===== src/rtl/umaf_defines.vh =====
/*
 Register offsets, field positions, reset values and codes for the
 multidrop serial port with receive address filtering.
 Assumes a 32-bit classic Wishbone bus with byte addresses.
*/
// Functional notes
// - Filtering on drops frames lacking address marking
// - Five to eight bits: first stop is type
// - Nine bits: ninth data bit is type
// - Type one means address, zero means data
// - Transmitter ignores the filtering enable bit
// - Accepted address frame stored, sets receive complete
// - Data address: write transmits, read receives
// - Short characters: upper bits ignored, read zero
// - Write while buffer full is ignored
// - Buffered data moves to empty shifter, shifts
// - Two-entry receive FIFO advances on each data read while not empty
// - Status layout bits seven down to zero
// - Receive complete tracks unread data; disable flushes
// - Transmit complete clears by writing one
// - Transmit buffer empty is one after reset
`ifndef UMAF_DEFINES_VH
`define UMAF_DEFINES_VH

`define UMAF_OFS_DATA 8'h00
`define UMAF_OFS_STAT 8'h04
`define UMAF_OFS_CTRL 8'h08
`define UMAF_OFS_BAUD 8'h0c

`define UMAF_ST_RXC 7
`define UMAF_ST_TXC 6
`define UMAF_ST_TBE 5
`define UMAF_ST_FE 4
`define UMAF_ST_DOR 3
`define UMAF_ST_PE 2
`define UMAF_ST_DS 1
`define UMAF_ST_AFE 0

`define UMAF_CT_RXEN 0
`define UMAF_CT_TXEN 1
`define UMAF_CT_CSZ_LO 2
`define UMAF_CT_CSZ_HI 4
`define UMAF_CT_SBS 5
`define UMAF_CT_PM_LO 6
`define UMAF_CT_PM_HI 7
`define UMAF_CT_TX9 8
`define UMAF_CT_RX9 9

`define UMAF_CTRL_RESET 10'h000
`define UMAF_BAUD_RESET 12'h000
`define UMAF_CSZ_NINE 3'h7
`define UMAF_PM_EVEN 2'h2
`define UMAF_PM_ODD 2'h3
`define UMAF_OS_NORMAL 5'h10
`define UMAF_OS_DOUBLE 5'h08

`endif


===== src/rtl/umaf_uart.v =====
/*
 Asynchronous serial port with multidrop address filtering on receive,
 a shared data port, a two-entry receive FIFO and a status register.
 Assumes a classic Wishbone master on a 10 MHz clock, synchronous
 active-high reset and a serial input already synchronous to clk_i.
*/
// The register addresses and the Wishbone slave port were decided locally.
`timescale 1ns/1ns
`include "umaf_defines.vh"

module umaf_uart #(
  parameter BAUD_W = 12
) (
  input wire clk_i,            // System clock
  input wire rst_i,            // Synchronous reset, active high
  input wire wb_cyc_i,         // Bus cycle
  input wire wb_stb_i,         // Bus strobe
  input wire wb_we_i,          // Write enable
  input wire [7:0] wb_adr_i,   // Byte address
  input wire [3:0] wb_sel_i,   // Byte lane selects
  input wire [31:0] wb_dat_i,  // Write data
  output reg [31:0] wb_dat_o,  // Read data
  output reg wb_ack_o,         // Acknowledge
  input wire serial_rx_line_i, // Serial receive line
  output reg serial_tx_line_o  // Serial transmit line
);

  localparam [5:0] RX_IDLE = 6'h01;
  localparam [5:0] RX_START = 6'h02;
  localparam [5:0] RX_DATA = 6'h04;
  localparam [5:0] RX_PAR = 6'h08;
  localparam [5:0] RX_STOP = 6'h10;
  localparam [5:0] RX_HOLD = 6'h20;
  localparam [5:0] TX_IDLE = 6'h01;
  localparam [5:0] TX_START = 6'h02;
  localparam [5:0] TX_DATA = 6'h04;
  localparam [5:0] TX_PAR = 6'h08;
  localparam [5:0] TX_STOP1 = 6'h10;
  localparam [5:0] TX_STOP2 = 6'h20;

  function [3:0] data_bits;
    input [2:0] csz;
    begin
      if (csz == `UMAF_CSZ_NINE)
        data_bits = 4'h9;
      else
        data_bits = {2'h0, csz[1:0]} + 4'h5;
    end
  endfunction

  function par_bit;
    input [8:0] d;
    input [1:0] pm;
    begin
      par_bit = (^d) ^ (pm == `UMAF_PM_ODD);
    end
  endfunction

  ////////////////////////////////////////////////////////////////////////
  // Registers and bus slave
  reg [9:0] ctrl;
  reg [BAUD_W-1:0] baud_div;
  reg double_speed_sel;
  reg addr_filter_enable;
  reg tx_done_flag;
  reg overrun_flag;
  reg [8:0] tx_holding_buffer;
  reg tx_hold_valid;
  reg [8:0] rx_mem [0:1];
  reg rx_fe_mem [0:1];
  reg rx_pe_mem [0:1];
  reg rx_wp;
  reg rx_rp;
  reg [1:0] rx_count;

  wire rx_en = ctrl[`UMAF_CT_RXEN];
  wire tx_en = ctrl[`UMAF_CT_TXEN];
  wire [2:0] char_size_sel = ctrl[`UMAF_CT_CSZ_HI:`UMAF_CT_CSZ_LO];
  wire stop_bits_sel = ctrl[`UMAF_CT_SBS];
  wire [1:0] par_mode = ctrl[`UMAF_CT_PM_HI:`UMAF_CT_PM_LO];
  wire tx_ninth_bit = ctrl[`UMAF_CT_TX9];
  wire nine_mode = (char_size_sel == `UMAF_CSZ_NINE);
  wire [3:0] nbits = data_bits(char_size_sel);
  wire [8:0] mask = 9'h1ff >> (4'h9 - nbits);
  wire bus_req = wb_cyc_i & wb_stb_i & ~wb_ack_o;
  wire wr_req = bus_req & wb_we_i;
  wire rd_req = bus_req & ~wb_we_i;
  wire data_wr = wr_req & (wb_adr_i == `UMAF_OFS_DATA) & wb_sel_i[0];
  wire data_rd = rd_req & (wb_adr_i == `UMAF_OFS_DATA);
  wire stat_wr = wr_req & (wb_adr_i == `UMAF_OFS_STAT) & wb_sel_i[0];
  wire ctrl_wr = wr_req & (wb_adr_i == `UMAF_OFS_CTRL);
  wire baud_wr = wr_req & (wb_adr_i == `UMAF_OFS_BAUD);
  wire rx_done_flag = (rx_count != 2'h0);
  wire [8:0] rx_head = rx_mem[rx_rp];
  wire [7:0] status = {rx_done_flag, tx_done_flag, ~tx_hold_valid,
                       rx_done_flag & rx_fe_mem[rx_rp], overrun_flag,
                       rx_done_flag & rx_pe_mem[rx_rp], double_speed_sel,
                       addr_filter_enable};

  reg [31:0] rd_mux;
  always @* begin
    rd_mux = 32'h0;
    case (wb_adr_i)
      `UMAF_OFS_DATA: rd_mux = {24'h0, rx_head[7:0]};
      `UMAF_OFS_STAT: rd_mux = {24'h0, status};
      `UMAF_OFS_CTRL: rd_mux = {22'h0, rx_head[8], ctrl[8:0]};
      `UMAF_OFS_BAUD: rd_mux = {{(32-BAUD_W){1'b0}}, baud_div};
      default: rd_mux = 32'h0;
    endcase
  end

  always @(posedge clk_i) begin
    if (rst_i) begin
      wb_ack_o <= 1'b0;
      wb_dat_o <= 32'h0;
    end else begin
      wb_ack_o <= bus_req;
      if (rd_req)
        wb_dat_o <= rd_mux;
    end
  end

  always @(posedge clk_i) begin
    if (rst_i) begin
      ctrl <= `UMAF_CTRL_RESET;
      baud_div <= `UMAF_BAUD_RESET;
      double_speed_sel <= 1'b0;
      addr_filter_enable <= 1'b0;
    end else begin
      if (ctrl_wr && wb_sel_i[0])
        ctrl[7:0] <= wb_dat_i[7:0];
      if (ctrl_wr && wb_sel_i[1])
        ctrl[8] <= wb_dat_i[8];
      if (baud_wr && wb_sel_i[0])
        baud_div[7:0] <= wb_dat_i[7:0];
      if (baud_wr && wb_sel_i[1])
        baud_div[BAUD_W-1:8] <= wb_dat_i[BAUD_W-1:8];
      if (stat_wr) begin
        double_speed_sel <= wb_dat_i[`UMAF_ST_DS];
        addr_filter_enable <= wb_dat_i[`UMAF_ST_AFE];
      end
    end
  end

  ////////////////////////////////////////////////////////////////////////
  // Baud tick, oversampled 16x or 8x
  reg [BAUD_W-1:0] baud_cnt;
  reg os_tick;
  wire [4:0] os_len = double_speed_sel ? `UMAF_OS_DOUBLE : `UMAF_OS_NORMAL;

  always @(posedge clk_i) begin
    if (rst_i) begin
      baud_cnt <= {BAUD_W{1'b0}};
      os_tick <= 1'b0;
    end else if (baud_cnt >= baud_div) begin
      baud_cnt <= {BAUD_W{1'b0}};
      os_tick <= 1'b1;
    end else begin
      baud_cnt <= baud_cnt + 1'b1;
      os_tick <= 1'b0;
    end
  end

  ////////////////////////////////////////////////////////////////////////
  // Receiver
  reg [5:0] rx_state;
  reg [4:0] rx_os;
  reg [3:0] rx_idx;
  reg [8:0] rx_shift;
  reg rx_par_err;
  reg rx_stop;
  wire rx_mid = os_tick && (rx_os == os_len - 5'h1);
  wire rx_pop = data_rd & rx_done_flag;
  wire frame_is_addr = nine_mode ? rx_shift[8] : rx_stop;
  wire frame_keep = ~addr_filter_enable | frame_is_addr;
  wire frame_end = (rx_state == RX_HOLD);
  wire rx_push = frame_end & frame_keep & (rx_count != 2'h2);
  wire rx_ovr = frame_end & frame_keep & (rx_count == 2'h2);
  always @(posedge clk_i) begin
    if (rst_i || !rx_en) begin
      rx_state <= RX_IDLE;
      rx_os <= 5'h0;
      rx_idx <= 4'h0;
      rx_shift <= 9'h0;
      rx_par_err <= 1'b0;
      rx_stop <= 1'b0;
    end else begin
      case (rx_state)
        RX_IDLE: begin
          rx_os <= 5'h0;
          if (!serial_rx_line_i)
            rx_state <= RX_START;
        end
        RX_START: begin
          if (os_tick) begin
            if (rx_os == {1'b0, os_len[4:1]} - 5'h1) begin
              rx_os <= 5'h0;
              rx_idx <= 4'h0;
              rx_shift <= 9'h0;
              rx_state <= serial_rx_line_i ? RX_IDLE : RX_DATA;
            end else begin
              rx_os <= rx_os + 5'h1;
            end
          end
        end
        RX_DATA: begin
          if (rx_mid) begin
            rx_os <= 5'h0;
            rx_shift[rx_idx] <= serial_rx_line_i;
            rx_idx <= rx_idx + 4'h1;
            if (rx_idx == nbits - 4'h1)
              rx_state <= (par_mode[1]) ? RX_PAR : RX_STOP;
          end else if (os_tick) begin
            rx_os <= rx_os + 5'h1;
          end
        end
        RX_PAR: begin
          if (rx_mid) begin
            rx_os <= 5'h0;
            rx_par_err <= par_bit(rx_shift, par_mode) != serial_rx_line_i;
            rx_state <= RX_STOP;
          end else if (os_tick) begin
            rx_os <= rx_os + 5'h1;
          end
        end
        RX_STOP: begin
          if (rx_mid) begin
            rx_stop <= serial_rx_line_i;
            rx_state <= RX_HOLD;
          end else if (os_tick) begin
            rx_os <= rx_os + 5'h1;
          end
        end
        RX_HOLD: begin
          rx_par_err <= 1'b0;
          rx_state <= RX_IDLE;
        end
        default: rx_state <= RX_IDLE;
      endcase
    end
  end

  always @(posedge clk_i) begin
    if (rst_i || !rx_en) begin
      rx_wp <= 1'b0;
      rx_rp <= 1'b0;
      rx_count <= 2'h0;
      overrun_flag <= 1'b0;
      rx_mem[0] <= 9'h0;
      rx_mem[1] <= 9'h0;
      rx_fe_mem[0] <= 1'b0;
      rx_fe_mem[1] <= 1'b0;
      rx_pe_mem[0] <= 1'b0;
      rx_pe_mem[1] <= 1'b0;
    end else begin
      if (rx_push) begin
        rx_mem[rx_wp] <= rx_shift & mask;
        rx_fe_mem[rx_wp] <= ~rx_stop;
        rx_pe_mem[rx_wp] <= rx_par_err;
        rx_wp <= ~rx_wp;
      end
      if (rx_pop)
        rx_rp <= ~rx_rp;
      rx_count <= rx_count + {1'b0, rx_push} - {1'b0, rx_pop};
      if (rx_ovr)
        overrun_flag <= 1'b1;
      else if (rx_pop)
        overrun_flag <= 1'b0;
    end
  end

  ////////////////////////////////////////////////////////////////////////
  // Transmitter, independent of the filtering enable
  reg [5:0] tx_state;
  reg [4:0] tx_os;
  reg [3:0] tx_idx;
  reg [8:0] tx_shift;
  wire tx_bit_end = os_tick && (tx_os == os_len - 5'h1);
  wire tx_load = tx_en && tx_hold_valid && (tx_state == TX_IDLE);
  wire tx_finish = tx_bit_end &&
    ((tx_state == TX_STOP2) || (tx_state == TX_STOP1 && !stop_bits_sel));
  wire txc_clr = stat_wr & wb_dat_i[`UMAF_ST_TXC];

  always @(posedge clk_i) begin
    if (rst_i) begin
      tx_holding_buffer <= 9'h0;
      tx_hold_valid <= 1'b0;
    end else begin
      if (data_wr && !tx_hold_valid) begin
        tx_holding_buffer <= {tx_ninth_bit, wb_dat_i[7:0]} & mask;
        tx_hold_valid <= 1'b1;
      end else if (tx_load) begin
        tx_hold_valid <= 1'b0;
      end
    end
  end

  always @(posedge clk_i) begin
    if (rst_i) begin
      tx_done_flag <= 1'b0;
    end else if (tx_finish && !tx_hold_valid) begin
      tx_done_flag <= 1'b1;
    end else if (txc_clr) begin
      tx_done_flag <= 1'b0;
    end
  end

  always @(posedge clk_i) begin
    if (rst_i) begin
      tx_state <= TX_IDLE;
      tx_os <= 5'h0;
      tx_idx <= 4'h0;
      tx_shift <= 9'h0;
      serial_tx_line_o <= 1'b1;
    end else begin
      if (tx_state != TX_IDLE && os_tick)
        tx_os <= tx_bit_end ? 5'h0 : tx_os + 5'h1;
      case (tx_state)
        TX_IDLE: begin
          serial_tx_line_o <= 1'b1;
          if (tx_load) begin
            tx_shift <= tx_holding_buffer;
            tx_idx <= 4'h0;
            serial_tx_line_o <= 1'b0;
            tx_state <= TX_START;
          end
        end
        TX_START: begin
          if (tx_bit_end) begin
            serial_tx_line_o <= tx_shift[0];
            tx_state <= TX_DATA;
          end
        end
        TX_DATA: begin
          if (tx_bit_end) begin
            tx_idx <= tx_idx + 4'h1;
            if (tx_idx == nbits - 4'h1) begin
              if (par_mode[1]) begin
                serial_tx_line_o <= par_bit(tx_shift, par_mode);
                tx_state <= TX_PAR;
              end else begin
                serial_tx_line_o <= 1'b1;
                tx_state <= TX_STOP1;
              end
            end else begin
              serial_tx_line_o <= tx_shift[tx_idx + 4'h1];
            end
          end
        end
        TX_PAR: begin
          if (tx_bit_end) begin
            serial_tx_line_o <= 1'b1;
            tx_state <= TX_STOP1;
          end
        end
        TX_STOP1: begin
          if (tx_bit_end)
            tx_state <= stop_bits_sel ? TX_STOP2 : TX_IDLE;
        end
        TX_STOP2: begin
          if (tx_bit_end)
            tx_state <= TX_IDLE;
        end
        default: tx_state <= TX_IDLE;
      endcase
    end
  end

endmodule


===== config.mk =====
export PLATFORM = sky130hd
export DESIGN_NAME = umaf_uart
export DESIGN_NICKNAME = d
export VERILOG_FILES = /design/src/rtl/umaf_uart.v
export VERILOG_INCLUDE_DIRS = /design/src /design/src/rtl
export SDC_FILE = /design/constraint.sdc
export NUM_CORES = 1
export LEC_CHECK = 0
export BUFFER_PORTS_ARGS = -buffer_cell sky130_fd_sc_hd__buf_4
export CAP_MARGIN = 30
export CORE_MARGIN = 10
export CORE_UTILIZATION = 40
export CTS_CLUSTER_DIAMETER = 40
export CTS_CLUSTER_SIZE = 25
export DETAILED_ROUTE_END_ITERATION = 8
export HOLD_SLACK_MARGIN = 0.03
export MAX_ROUTING_LAYER = met4
export PLACE_DENSITY = 0.58
export SETUP_SLACK_MARGIN = 0.4
export SLEW_MARGIN = 40
export SYNTH_ARGS = -nofsm -noshare
export SYNTH_HDL_FRONTEND = slang
export SYNTH_SLANG_ARGS = --single-unit

===== constraint.sdc =====
create_clock -name clk_i -period 8.1 [get_ports clk_i]
set_input_delay 1.215 -clock clk_i [delete_from_list [all_inputs] [get_ports clk_i]]
set_output_delay 1.215 -clock clk_i [all_outputs]
set_load 0.02 [all_outputs]

# --- After elaboration in Yosys (flattened, before gate mapping) ---
# Memories as Yosys holds them, arrays and structs flattened. A register that Yosys moved wholly into a read port is not among the register bits.
# Cells that the tools add are included.
totals:
  reg_bits: 136
  memories: 3
  wordCells: 246
  out_inout_bits: 34
  ramBits: 22
  in_bits: 50
op_classes:
  magnitude_cmp: 4
  n_mux: 82
  shift: 1
  n_eq_ne: 41
  n_bitwise: 30
  add_sub_neg: 12
  n_reduce_logical: 45
memory_table:
  columns: ["name", "words", "word_bits", "rd", "rd_ports_with_merged_regs", "write_ports", "line", "source"]
  rows:
  - ["rx_mem", 2, 9, 1, 1, 2, "umaf_uart.v:69", "reg [8:0] rx_mem [0:1];"]
  - ["rx_fe_mem", 2, 1, 1, 1, 2, "umaf_uart.v:70", "reg rx_fe_mem [0:1];"]
  - ["rx_pe_mem", 2, 1, 1, 1, 2, "umaf_uart.v:71", "reg rx_pe_mem [0:1];"]
op_table:
  columns: ["op", "count"]
  rows:
  - ["6-bit 2-to-1 mux", 15]
  - ["12-bit case mux with 4 select lines", 1]
  - ["5-bit 2-to-1 mux", 8]
  - ["1-bit 2-to-1 mux", 36]
  - ["9-bit 2-to-1 mux", 4]
  - ["6-bit case mux with 6 select lines", 1]
  - ["2-bit != test (second input constant)", 16]
  - ["6-bit case mux with 5 select lines", 1]
  - ["4-bit 2-to-1 mux", 6]
  - ["5-bit case mux with 4 select lines", 1]
  - ["1-bit bitwise AND", 18]
  - ["9-bit bitwise AND", 2]
  - ["9-bit case mux with 2 select lines", 1]
  - ["9-bit XOR reduction", 2]
  - ["8-bit by 4-bit == test with 1-bit output (second input constant)", 2]
  - ["4-bit case mux with 2 select lines", 2]
  - ["5-bit == test", 3]
  - ["1-bit logical AND", 14]
  - ["7-bit AND reduction", 2]
  - ["2-bit nonzero test", 7]
  - ["12-bit by 1-bit adder with 12-bit output (second input constant)", 1]
  - ["6-bit by 1-bit == test with 1-bit output (second input constant)", 2]
  - ["6-bit by 2-bit == test with 1-bit output (second input constant)", 2]
  - ["6-bit by 3-bit == test with 1-bit output (second input constant)", 2]
  - ["other kinds (41)", 66]

# --- Logic depth before layout (Yosys ltp) ---
logic_depth:
  ltp_word: 10
  ltp_mapped: 11
  depth_no_buf: 11

# --- Worst setup path after synthesis ---
# OpenSTA, ideal clock, no wires.
synth_timing:
  path_type: "input-to-reg"
  startpoint: "in wb_adr_i[2]"
  endpoint: "reg rx_count[1]"
  setup_ns: 0.128
  required_time_ns: 7.972
  cell_stages: 10
  path_buffers: 1
  path_slack_ns: 4.958
  arrival_ns: 3.014
  path_cell_list: "clkbuf_1 -> or3_1 -> or3_1 -> inv_1 -> ha_1 -> inv_1 -> ha_1 -> xor2_1 -> xnor2_1 -> nor2_1"
synth_between:
  elab_chain_cells: 4
synth_lines:
  columns: ["item", "line", "source"]
  rows:
  - ["start, declared", "umaf_uart.v:19", "input wire [7:0] wb_adr_i,"]
  - ["8-bit zero test", null, null]
  - ["1-bit bitwise AND", "umaf_uart.v:89", "wire data_rd = rd_req & (wb_adr_i == `UMAF_OFS_DATA);"]
  - ["1-bit bitwise AND", "umaf_uart.v:173", "wire rx_pop = data_rd & rx_done_flag;"]
  - ["named net rx_pop", "umaf_uart.v:173", null]
  - ["2-bit by 1-bit subtractor with 2-bit output", "umaf_uart.v:264", "rx_count <= rx_count + {1'b0, rx_push} - {1'b0, rx_pop};"]
  - ["end signal, assigned", "umaf_uart.v:264", null]
  - ["end, declared", "umaf_uart.v:74", "reg [1:0] rx_count;"]
# The timed path passes the listed nets, and every way through them passes these cells.
# A chain may end at the register's enable or synchronous reset.

==> results.json <==
{
  "swShare": 0.2427,
  "async_flop_share": 0,
  "cpPeakStageDelay_ns": 0.66,
  "grt_pass1_vias": 5531,
  "syn_inst": 846,
  "seq_power_share": 0.463,
  "hpwl_mm": 13.43,
  "relSlewSlack": 0.4840,
  "tightest_slew_ns": 0.7718,
  "grt_max_degree": 72,
  "htreeDepth": 4,
  "rr_endpoint": "tx_state[0]",
  "clk_path_buf_depth": 2,
  "ys_types": 72,
  "reg2regPathDepth": 9,
  "post_cts_resized": 0,
  "switchingPower_mw": 0.3681,
  "ys_seq_area_frac": 0.4001,
  "period_share": 0.4232,
  "required_ns": 8.27,
  "start_util": 0.4039,
  "drt-total-wl_mm": 18.48,
  "clock-skew-final_ns": 0.007516,
  "io_pins": 84,
  "setup_slack_ns": 4.672,
  "met3RoutedLength_um": 700,
  "setup_violations": 0,
  "multi_input_area_um2": 4143,
  "synthFlopType": "dfxtp_1",
  "antenna_found_initial": 0,
  "register_area_um2": 3003,
  "drive_gt1_frac": 0.1196,
  "std_cell_rows": 50,
  "synth-seq-cells": 139,
  "drt_first_pass_iters": 6,
  "vias_per_cell": 5.241,
  "arrival_ns": 3.60,
  "p_leak_nw": 3.172,
  "cts_hold_buffers": 0,
  "cp_max_fo": 71,
  "m1WireLength_mm": 9.084,
  "die_area_um2": 24640,
  "vias": 5828,
  "worstPathCellList": "buf_4 -> clkinv_1 -> nand2_1 -> or3_1 -> nor2_1",
  "clock-root-buffer": "clkbuf_16",
  "core_um2": 18580,
  "yosys_warnings": 0,
  "cpMaxStageDelayCell": "nand2_1",
  "maxCapViolCount": 0,
  "hold_path.class": "reg -> reg",
  "area_delta_synth_final_pct": 12.72,
  "power.density_nw_per_um2": 179.3,
  "syn_area_um2": 7505,
  "cts_buffers": 17,
  "hold_viol_final": 0,
  "whs_endpoint": "tx_holding_buffer[7]",
  "outcome": "complete, no violations",
  "slew_violations": 0,
  "fin_crit_ns": 3.428,
  "r2r_start": "ctrl[2]",
  "synth_edf_count": 22,
  "hp-start": "tx_holding_buffer[7]",
  "top_layer_used": "met4",
  "die_h_um": 157.0,
  "combPwrFrac": 0.032,
  "power.internal_mw": 1.149,
  "grt_util_all_layers": 0.1557,
  "nNetsFinal": 945,
  "regToRegSetupSlack_ns": 4.88,
  "power_mw": 1.517,
  "pre_cts_ws_ns": 4.160,
  "gp_congestion": 0.8673,
  "hold_depth": 2,
  "critPathKind": "in -> reg",
  "numClockSinks": 139,
  "endpoint_kind": "flop",
  "cts_tree": "yes",
  "post_cts_buffers": 0,
  "num_antenna_cells": 0,
  "clkTransAtPathRegs_ns": 0.06,
  "routed-wl-met2_mm": 8.491,
  "cp_top_family": "simple AND/OR/NAND/NOR gates",
  "grt_overflow": 0,
  "grt_pass1_wl_mm": 29.59,
  "avgSynthCellArea_um2": 8.871,
  "cp_num_buf_inv": 2,
  "crit_path_start_kind": "primary input",
  "irDropWorstVdd_mv": 0.1568,
  "clkPwrFrac": 0.506,
  "drtAntennaViolNets": 0,
  "io_buffer_count": 41,
  "insertion_delay_ns": 0.43,
  "dr.first_iter.drc_count": 388,
  "die_width_um": 157.0,
  "max_clock_freq_ghz": 0.2917,
  "totalNegativeSetupSlack_ns": 0,
  "grt_setup_unrepaired": "no",
  "fill_cells": 1834,
  "wire_per_inst_um": 16.61,
  "drc": 0
}
[routing by layer]
layer  global-route usage  up-vias
li1                     -     2980
met1               0.2132     2740
met2               0.2281       92
met3              0.03111       16
met4              0.04449        0
met5                    -        -
[state kept, by name, indices dropped and copies added (netlist names), 2 cells and up, named ones only]
name / flops
tx_os: 5
rx_mem: 18
baud_cnt: 12
rx_state: 6
rx_os: 5
tx_holding_buffer: 9
rx_fe_mem: 2
tx_shift: 9
tx_state: 6
tx_idx: 4
wb_dat_o: 12
ctrl: 9
rx_count: 2
rx_idx: 4
rx_shift: 9
baud_div: 12
rx_pe_mem: 2
[logic make-up after synthesis]
family / after synthesis / synth area share
buf+inv: 93 / 0.05919
other cells: 1 / 0.0004997
flops: 139 / 0.4001
xor+xnor: 55 / 0.06419
fa+ha+maj: 30 / 0.05002
mux: 54 / 0.08503
simple gates: 314 / 0.2052
compound gates: 160 / 0.1357
[worst max-delay path by stage]
| stage | start | end | slack [ns] | cells past startpoint |
|---|---|---|---|---|
| after floorplan | wb_adr_i[2] | rx_count[1] | 4.96 | 10 |
| after global placement | rst_i | rx_mem[0][8] | 4.20 | 5 |
| after detailed placement | rst_i | rx_mem[0][1] | 4.16 | 5 |
| after CTS | rst_i | rx_mem[0][1] | 4.60 | 5 |
| after global routing | rst_i | rx_mem[0][1] | 4.43 | 5 |
| final | rst_i | rx_mem[0][2] | 4.67 | 5 |
[worst reg2reg max path, stage by stage, from the launching register on]
cell	delay, ns
dfxtp_1	0.38
ha_1	0.39
a21boi_1	0.56
ha_1	0.26
xor2_1	0.31
xnor2_1	0.10
or3_1	0.38
o21a_1	0.28
nor2_1	0.29
a311o_1	0.22
[area by class of cell]
cell class | instances | area share
Sequential cell | 139 | 0.3550
Inverter | 31 | 0.01376
Timing Repair Buffer | 43 | 0.03816
Clock inverter | 15 | 0.01849
Clock buffer | 17 | 0.05029
Multi-Input combinational cell | 633 | 0.4897
Tap cell | 234 | 0.03461
[power by group through the flow]
stage / Combinational [mW] / Clock (mW) / Sequential (mW)
6_report: 0.0480 / 0.767 / 0.702
3_3_place_gp: 0.0472 / 0 / 0.717
3_5_place_dp: 0.0475 / 0 / 0.717
5_1_grt: 0.0522 / 0.810 / 0.702
2_1_floorplan: 0.0340 / 0 / 0.718
4_1_cts: 0.0476 / 0.781 / 0.702
[synth_stat cells, types with 5 or more instances]
cell type    n  area share
dfxtp_1    117        0.31
nor2_1     113       0.057
nand2_1     70       0.035
a21oi_1     61       0.041
mux2i_1     39       0.052
clkbuf_1    33       0.017
xnor2_1     32       0.037
o21ai_0     31       0.021
ha_1        30       0.050
inv_1       30       0.015
nand3_1     29       0.019
xor2_1      23       0.027
edfxtp_1    22       0.088
buf_4       20       0.020
nor3_1      14      0.0093
or3_1       11      0.0092
nand2b_1    10      0.0083
and3_1       9      0.0075
nand3b_1     9      0.0090
a21o_1       8      0.0080
a22oi_1      8      0.0080
mux2_2       8       0.012
nand4_1      8      0.0067
nor3b_1      7      0.0070
mux4_2       6       0.018
nand4b_1     6      0.0070
nor2b_1      6      0.0050
a211oi_1     5      0.0050
o211ai_1     5      0.0050
[metrics by stage]
stage                     cell area [um2]  hold slack (ns)  utilization  std cells
after CTS                            8452           0.4559       0.4549       1112
after global routing                 8459           0.4736       0.4553       1112
after global placement               7864           0.4415       0.4232       1080
after detailed placement             7870           0.4478       0.4236       1080
after floorplan                      7576           0.4312            -        865
final                                8459           0.4522       0.4553       1112
[cell usage in the layout, fill, tap and decap left out, types with 9 or more instances in the layout]
master	count
nand2b_1	10
clkbuf_16	17
xnor2_1	32
buf_4	43
inv_1	30
xor2_1	23
edfxtp_1	22
o21ai_0	31
nor2_1	112
dfxtp_1	117
or3_1	11
ha_1	30
nand2_1	70
nand3_1	29
nand3b_1	9
nor3_1	13
conb_1	20
mux2i_1	39
a21oi_1	61
and3_1	9
Power figures use the tool's default switching activity.
